File: src/design/atcs_map.svh
// Purpose: Offsets, field positions, reset values and time tables of the
//          gain-control time-constant registers.
// Assumes: Times are whole milliseconds; decimation ratio is in half steps.
// Notes:   Definitions only.
//
// Contract
// - Left decay selection 0 uses older register 26 time; 1 uses own fields.
// - Left decay baseline codes 00..11 give 50, 150, 250, 350 ms.
// - Left decay multiplier code n scales the baseline by two to the n.
// - Left decay time from own fields is capped by the limit of the decimation ratio.
// - Right attack selection 0 uses older register 29 time; 1 uses own.
// - Right attack baseline codes 00..11 give 7, 8, 10, 11 ms.
// - Right attack multiplier code n scales the baseline by two to the n.
`ifndef ATCS_MAP_SVH
`define ATCS_MAP_SVH

// ----------------------------------------------------------------------
// Register offsets
// ----------------------------------------------------------------------
`define ATCS_OFS_LEFT_DECAY   8'h68
`define ATCS_OFS_RIGHT_ATTACK 8'h69
`define ATCS_OFS_STATUS       8'h6a

// ----------------------------------------------------------------------
// Field positions and reset values
// ----------------------------------------------------------------------
`define ATCS_SEL_BIT   7
`define ATCS_BASE_HI   6
`define ATCS_BASE_LO   5
`define ATCS_MULT_HI   4
`define ATCS_MULT_LO   2
`define ATCS_CFG_RESET 8'h00

// ----------------------------------------------------------------------
// Baseline times in milliseconds
// ----------------------------------------------------------------------
`define ATCS_DECAY_BASE_0  16'h0032
`define ATCS_DECAY_BASE_1  16'h0096
`define ATCS_DECAY_BASE_2  16'h00fa
`define ATCS_DECAY_BASE_3  16'h015e
`define ATCS_ATTACK_BASE_0 16'h0007
`define ATCS_ATTACK_BASE_1 16'h0008
`define ATCS_ATTACK_BASE_2 16'h000a
`define ATCS_ATTACK_BASE_3 16'h000b

// ----------------------------------------------------------------------
// Decay limits in milliseconds per decimation ratio
// ----------------------------------------------------------------------
`define ATCS_LIMIT_1_0 16'h0fa0
`define ATCS_LIMIT_1_5 16'h15e0
`define ATCS_LIMIT_2_0 16'h1f40
`define ATCS_LIMIT_2_5 16'h2580
`define ATCS_LIMIT_3_X 16'h2bc0
`define ATCS_LIMIT_4_X 16'h3e80
`define ATCS_LIMIT_5_0 16'h4b00
`define ATCS_LIMIT_5_X 16'h5780

`endif

File: src/design/atcs_pkg.sv
// Purpose: Types shared by the time-constant select block.
// Assumes: Constants live in atcs_map.svh.
// Notes:   Types only.
package atcs_pkg;

  typedef struct packed {
    logic [7:0]  left_cfg;
    logic [7:0]  right_cfg;
    logic [7:0]  rdata;
    logic [15:0] left_time;
    logic        left_own;
    logic        left_capped;
    logic [15:0] right_time;
    logic        right_own;
  } atcs_state_t;

  typedef enum logic [1:0] {
    ATCS_KIND_DECAY,
    ATCS_KIND_ATTACK
  } atcs_kind_t;

endpackage

File: src/design/atcs_calc_if.sv
// Purpose: Carries one channel's configuration to the time calculator.
// Assumes: One calculator per channel.
// Notes:   No clocking; purely combinational traffic.
`timescale 1ns/1ps
`default_nettype none
interface atcs_calc_if;
  logic [7:0]  cfg;
  logic        limit_en;
  logic [15:0] limit_ms;
  logic [15:0] time_ms;
  logic        capped;

  modport req  (output cfg, output limit_en, output limit_ms,
                input time_ms, input capped);
  modport calc (input cfg, input limit_en, input limit_ms,
                output time_ms, output capped);
endinterface
`default_nettype wire

File: src/design/atcs_time_calc.sv
// Purpose: Turns baseline and multiplier fields into a time in ms.
// Assumes: Kind selects the decay or attack baseline table.
// Notes:   Combinational; the caller registers the result.
`timescale 1ns/1ps
`default_nettype none
`include "atcs_map.svh"
module atcs_time_calc
  import atcs_pkg::*;
#(
  parameter atcs_kind_t KIND = ATCS_KIND_DECAY
) (
  atcs_calc_if.calc port  // Channel configuration and result.
);

  logic [1:0]  base_code;
  logic [2:0]  mult_code;
  logic [15:0] base_ms;
  logic [23:0] raw_ms;

  assign base_code = port.cfg[`ATCS_BASE_HI:`ATCS_BASE_LO];
  assign mult_code = port.cfg[`ATCS_MULT_HI:`ATCS_MULT_LO];

  always_comb begin
    if (KIND == ATCS_KIND_DECAY) begin
      case (base_code)
        2'h0:    base_ms = `ATCS_DECAY_BASE_0;
        2'h1:    base_ms = `ATCS_DECAY_BASE_1;
        2'h2:    base_ms = `ATCS_DECAY_BASE_2;
        default: base_ms = `ATCS_DECAY_BASE_3;
      endcase
    end else begin
      case (base_code)
        2'h0:    base_ms = `ATCS_ATTACK_BASE_0;
        2'h1:    base_ms = `ATCS_ATTACK_BASE_1;
        2'h2:    base_ms = `ATCS_ATTACK_BASE_2;
        default: base_ms = `ATCS_ATTACK_BASE_3;
      endcase
    end
  end

  // The widest product is 350 ms times 128, which needs 16 bits; the
  // extra headroom keeps the shift from ever wrapping.
  assign raw_ms = {8'h00, base_ms} << mult_code;

  always_comb begin
    port.capped  = 1'b0;
    port.time_ms = raw_ms[15:0];
    if (raw_ms[23:16] != 8'h00) begin
      port.time_ms = 16'hffff;
    end
    if (port.limit_en && (raw_ms > {8'h00, port.limit_ms})) begin
      port.capped  = 1'b1;
      port.time_ms = port.limit_ms;
    end
  end

endmodule
`default_nettype wire

File: src/design/atcs_top.sv
// Purpose: Register bank that selects the record gain-control time
//          constants of the left decay and right attack paths.
// Assumes: Register port strobes are single cycle and never together.
// Notes:   Read data stand in the cycle after the read strobe only.
//
// Chosen here: the plain strobed port.
`timescale 1ns/1ps
`default_nettype none
`include "atcs_map.svh"
module atcs_top
  import atcs_pkg::*;
(
  input  wire logic        i_clk,                  // Core clock.
  input  wire logic        i_reset,                // Sync reset, high.
  input  wire logic [7:0]  i_addr,                 // Register offset.
  input  wire logic [7:0]  i_wdata,                // Write data.
  input  wire logic        i_wr,                   // Write strobe.
  input  wire logic        i_rd,                   // Read strobe.
  input  wire logic [3:0]  i_adc_decimation_ratio, // Ratio code, half steps.
  input  wire logic [15:0] i_legacy_left_decay,    // Older decay time, ms.
  input  wire logic [15:0] i_legacy_right_attack,  // Older attack time, ms.
  output logic      [7:0]  o_rdata,                // Read data.
  output logic      [15:0] o_left_decay_ms,        // Applied left decay.
  output logic             o_left_decay_own,       // Left uses own fields.
  output logic             o_left_decay_capped,    // Left decay limited.
  output logic      [15:0] o_right_attack_ms,      // Applied right attack.
  output logic             o_right_attack_own      // Right uses own fields.
);

  // ----------------------------------------------------------------------
  // State
  // ----------------------------------------------------------------------

  atcs_state_t state;
  atcs_state_t next_state;

  atcs_calc_if left_if ();
  atcs_calc_if right_if ();

  logic [15:0] decay_limit;
  logic        wr_left;
  logic        wr_right;
  logic [7:0]  status_word;

  // ----------------------------------------------------------------------
  // Decay limit from the decimation ratio
  // ----------------------------------------------------------------------

  // Ratio code n stands for a ratio of 1 + n/2. Codes past ratio 6 are
  // not defined for the decimator; they get the widest limit so that a
  // stray code shortens only decays that software set above 22400 ms.
  always_comb begin
    case (i_adc_decimation_ratio)
      4'h0:    decay_limit = `ATCS_LIMIT_1_0;
      4'h1:    decay_limit = `ATCS_LIMIT_1_5;
      4'h2:    decay_limit = `ATCS_LIMIT_2_0;
      4'h3:    decay_limit = `ATCS_LIMIT_2_5;
      4'h4:    decay_limit = `ATCS_LIMIT_3_X;
      4'h5:    decay_limit = `ATCS_LIMIT_3_X;
      4'h6:    decay_limit = `ATCS_LIMIT_4_X;
      4'h7:    decay_limit = `ATCS_LIMIT_4_X;
      4'h8:    decay_limit = `ATCS_LIMIT_5_0;
      4'h9:    decay_limit = `ATCS_LIMIT_5_X;
      4'ha:    decay_limit = `ATCS_LIMIT_5_X;
      default: decay_limit = `ATCS_LIMIT_5_X;
    endcase
  end

  // ----------------------------------------------------------------------
  // Per-channel calculators
  // ----------------------------------------------------------------------

  assign left_if.cfg       = state.left_cfg;
  assign left_if.limit_en  = 1'b1;
  assign left_if.limit_ms  = decay_limit;

  assign right_if.cfg      = state.right_cfg;
  assign right_if.limit_en = 1'b0;
  assign right_if.limit_ms = 16'h0000;

  atcs_time_calc #(
    .KIND (ATCS_KIND_DECAY)
  ) u_left_calc (
    .port (left_if)
  );

  atcs_time_calc #(
    .KIND (ATCS_KIND_ATTACK)
  ) u_right_calc (
    .port (right_if)
  );

  // ----------------------------------------------------------------------
  // Register decode
  // ----------------------------------------------------------------------

  assign wr_left  = i_wr && (i_addr == `ATCS_OFS_LEFT_DECAY);
  assign wr_right = i_wr && (i_addr == `ATCS_OFS_RIGHT_ATTACK);

  // The status word shows what the gain loops really run with, which can
  // differ from the stored fields while the limit is in force.
  assign status_word = {5'h00,
                        state.right_own,
                        state.left_own,
                        state.left_capped};

  // ----------------------------------------------------------------------
  // Next state
  // ----------------------------------------------------------------------

  always_comb begin
    next_state = state;

    // Reserved low bits are stored as written; software is expected to
    // keep them at zero and the time logic never looks at them.
    if (wr_left) begin
      next_state.left_cfg = i_wdata;
    end
    if (wr_right) begin
      next_state.right_cfg = i_wdata;
    end

    // Read data are held for exactly one cycle after the strobe.
    next_state.rdata = 8'h00;
    if (i_rd) begin
      case (i_addr)
        `ATCS_OFS_LEFT_DECAY:   next_state.rdata = state.left_cfg;
        `ATCS_OFS_RIGHT_ATTACK: next_state.rdata = state.right_cfg;
        `ATCS_OFS_STATUS:       next_state.rdata = status_word;
        default:                next_state.rdata = 8'h00;
      endcase
    end

    // Left decay path.
    next_state.left_own = state.left_cfg[`ATCS_SEL_BIT];
    if (state.left_cfg[`ATCS_SEL_BIT]) begin
      next_state.left_time   = left_if.time_ms;
      next_state.left_capped = left_if.capped;
    end else begin
      next_state.left_time   = i_legacy_left_decay;
      next_state.left_capped = 1'b0;
    end

    // Right attack path.
    next_state.right_own = state.right_cfg[`ATCS_SEL_BIT];
    if (state.right_cfg[`ATCS_SEL_BIT]) begin
      next_state.right_time = right_if.time_ms;
    end else begin
      next_state.right_time = i_legacy_right_attack;
    end
  end

  // ----------------------------------------------------------------------
  // State register
  // ----------------------------------------------------------------------

  // Reset clears both configurations so the older registers drive the
  // gain loops; the applied times follow one cycle later.
  always_ff @(posedge i_clk) begin
    if (i_reset) begin
      state.left_cfg    <= `ATCS_CFG_RESET;
      state.right_cfg   <= `ATCS_CFG_RESET;
      state.rdata       <= 8'h00;
      state.left_time   <= 16'h0000;
      state.left_own    <= 1'b0;
      state.left_capped <= 1'b0;
      state.right_time  <= 16'h0000;
      state.right_own   <= 1'b0;
    end else begin
      state <= next_state;
    end
  end

  // ----------------------------------------------------------------------
  // Outputs
  // ----------------------------------------------------------------------

  assign o_rdata             = state.rdata;
  assign o_left_decay_ms     = state.left_time;
  assign o_left_decay_own    = state.left_own;
  assign o_left_decay_capped = state.left_capped;
  assign o_right_attack_ms   = state.right_time;
  assign o_right_attack_own  = state.right_own;

endmodule
`default_nettype wire

File: config.mk
export PLATFORM = sky130hd
export DESIGN_NAME = atcs_top
export DESIGN_NICKNAME = d
export VERILOG_FILES = /design/src/design/atcs_pkg.sv /design/src/design/atcs_calc_if.sv /design/src/design/atcs_time_calc.sv /design/src/design/atcs_top.sv
export VERILOG_INCLUDE_DIRS = /design/src /design/src/design
export SDC_FILE = /design/constraint.sdc
export NUM_CORES = 1
export LEC_CHECK = 0
export BUFFER_PORTS_ARGS = -buffer_cell sky130_fd_sc_hd__buf_4
export CORE_MARGIN = 2
export CORE_UTILIZATION = 52
export CTS_CLUSTER_DIAMETER = 120
export CTS_CLUSTER_SIZE = 30
export DETAILED_ROUTE_END_ITERATION = 12
export GPL_ROUTABILITY_DRIVEN = 0
export PLACE_DENSITY = 0.78
export RECOVER_POWER = 50
export SYNTH_ARGS = -nofsm -noshare
export SYNTH_HDL_FRONTEND = slang
export SYNTH_HIERARCHICAL = 1
export SYNTH_SLANG_ARGS = --single-unit
File: constraint.sdc
create_clock -name i_clk -period 5.3 [get_ports i_clk]
set_input_delay 0.53 -clock i_clk [delete_from_list [all_inputs] [get_ports i_clk]]
set_output_delay 0.53 -clock i_clk [all_outputs]
set_load 0.01 [all_outputs]
==> run summary <==
The flow ran to the end, and the final reports show no timing, DRC or antenna violations. The quantity of hold-fixing buffers added after cts was 0. Yosys printed 6 warnings. The vertical die dimension was 93.5 µm. In the final timing run, aggregate negative setup slack is 0 ns. Kind of end point of the critical path: a flop. Cells with a size suffix above 1 make up 18.2% of the layout. The run gives 2800 µm² as the multi-input gate area in the final layout.

The average cell area after synthesis was 8.64 µm²; the first-pass GRT wire length was 15.6 mm. The number of pins with negative max-slew slack in the final report was 0; the initial detailed-routing violation count was 136. The max-slew headroom at the worst pin came out at 18.6%.

The core footprint is 7730 µm². The tools report the data required time at the worst endpoint as 5.51 ns. Hold is met by 0.414 ns.

The initial utilization of the core area, before any placement, comes to 53.9%. The fmax is 243 MHz, and the sequential power share is 43.6%. For the final layout net count, the log shows 692. The number of H-tree levels came out at 3. Post-route DRC violation count: 0.

In this run the horizontal extent of the chip is 93.5 µm. Maximum number of pins on one net before global-route repair: 51. The via count of the first global-routing pass came out at 3462. The tools report the total clock sinks as 59. The clock period minus final worst setup slack was 4.12 ns.

STA classifies the critical path startpoint as a flop. The wire-length estimate of the detail-placed layout is 7.18 mm. The buffer count from post-CTS setup fixing was 0; the combinational share of power was 11.7%. In this run the tool buffered the top-level ports with 98 buffer cells. Final period utilization: 77.7%.

TritonCTS built the clock tree. The setup path with the least slack is of type reg2reg. The area growth from synthesis to layout is 21.6%.

The floorplan has 32 rows. The clock slew seen by the registers of the worst setup and hold paths is 0.07 ns. The core occupancy in the finished layout is 65.5%, and the pin slew with the least headroom to its limit is 1.22 ns. The detailed-routing iteration count for the pre-antenna-repair pass was 4. The logs give 482 for the post-synthesis cell count and 99 for the I/O pin total.

The biggest fanout along the worst timing path was 17; the number of diodes added for antenna fixing was 0. Dividing the detail-routed via count by the number of cells gives 5.26. In the layout the commonest cells are nor2_1, dfxtp_1, buf_4, mux2i_1, conb_1. Fill cells in the final layout number 711. Clock root buffer master: clkbuf_8.

Clock latency on the worst-skew pair, taken at its later pin, is 0.34 ns. The path class of the lowest-slack min-delay path is in2reg. Across the run, the number of max-cap violations was 0. The detailed router placed 3705 vias in this run. Number of antenna violations at the first check in global routing: 0. The run gives 44.7% as the clock network fraction of total power.

The power dissipated by switching net loads was 0.000255 W; the number of hold-slack violations in the final timing report was 0. The commonest non-fill, non-tap cell in the layout was nor2_1. The tools report the peak ir drop on the vdd network as 0.000138 V.

In this run the deepest clock path goes through 2 buffers. The static leakage is 2.13 nW. Setup repair after global routing left no endpoint under its margin. The floorplan step defined a die boundary enclosing 8740 µm². Count of nets left with antenna violations after detail routing: 0.

The internal portion of the total power is 0.000800 W. The cell area power density is 208 nW/µm², and the netlist area before placement is 4160 µm². The overall routed net length is 9.90 mm, and the final routed wire length divided by cell count is 14.0 µm. The tools report the sequential cell area as 1180 µm².

For the worst setup path, the data arrival time is 4.33 ns. The switching power as a share of total power was 24.2%; the total track usage was 22.7%. Between clock sinks in the finished design, the worst skew comes to 0.00859 ns. For the number of buffers created by CTS, the log shows 9.

The logs give 0 for the number of gates given a new drive strength after cts and 0 for the total congestion overflow after global routing. Setup violations remaining at the end of the flow were counted as 0.
layout make-up:
type	count	share of cell area [%]
Clock buffer	11	2.99
Clock inverter	4	1.46
Inverter	40	2.97
Multi-Input combinational cell	390	55.2
Sequential cell	59	23.3
Tap cell	102	2.52
Timing Repair Buffer	99	11.5
critical path, stage by stage (launching register included):
cell and delay (ns):
dfxtp_1 0.46, inv_1 0.12, ha_1 0.25, or3b_2 0.48
o211ai_1 0.11, o21a_1 0.17, mux2i_1 0.10, ha_1 0.33
nand3_1 0.11, nor4_1 0.24, a22oi_1 0.13, a21oi_2 0.84
mux2_2 0.43, mux2i_1 0.16, nor2_1 0.05
power groups by stage:
| stage | logic, W | clock network [W] | registers, W |
|---|---|---|---|
| finish | 0.000123 | 0.000472 | 0.000460 |
| floorplan | 0.0000632 | 0 | 0.000477 |
| global route | 0.000137 | 0.000501 | 0.000461 |
| global placement | 0.000128 | 0 | 0.000470 |
| detailed placement | 0.000131 | 0 | 0.000470 |
| CTS | 0.000132 | 0.000482 | 0.000460 |
stage by stage:
stage	setup WS, ns	power (W)	instances	instance area (µm²)
floorplan	1.89	0.000540	525	4320
global placement	1.40	0.000598	690	5000
detailed placement	1.24	0.000601	690	5000
CTS	1.17	0.00107	705	5220
global route	0.912	0.00110	705	5060
finish	1.18	0.00105	705	5060
final timing paths:
check / endpoint / startpoint / depth (start not counted) / slack, ns
setup / recovery: o_left_decay_ms[1]$_SDFF_PP0_ / left_if.cfg[5]$_SDFFE_PP0P_ / 14 / 1.18
hold reg to reg: left_if.cfg[1]$_SDFFE_PP0P_ / left_if.cfg[1]$_SDFFE_PP0P_ / 2 / 0.48
setup reg to reg: o_left_decay_ms[1]$_SDFF_PP0_ / left_if.cfg[5]$_SDFFE_PP0P_ / 14 / 1.18
hold / removal: o_right_attack_ms[5]$_SDFF_PP0_ / i_legacy_right_attack[5] / 3 / 0.41
layer usage:
metal  share of wire, %  vias to the layer above  GRT usage, %
li1                   -                     1874             -
met1                 44                     1699          27.6
met2                 48                      121          39.0
met3                6.2                       11          5.56
met4                1.4                        0          7.72
met5                  0                        -             0
registers in the layout, indices dropped and copies added (netlist names):
register	flops
o_right_attack_ms	16
o_left_decay_ms	16
left_if.cfg	8
o_right_attack_own	1
right_if.cfg	8
o_left_decay_own	1
o_left_decay_capped	1
o_rdata	8
No activity file was read; power rests on OpenSTA's default activity.
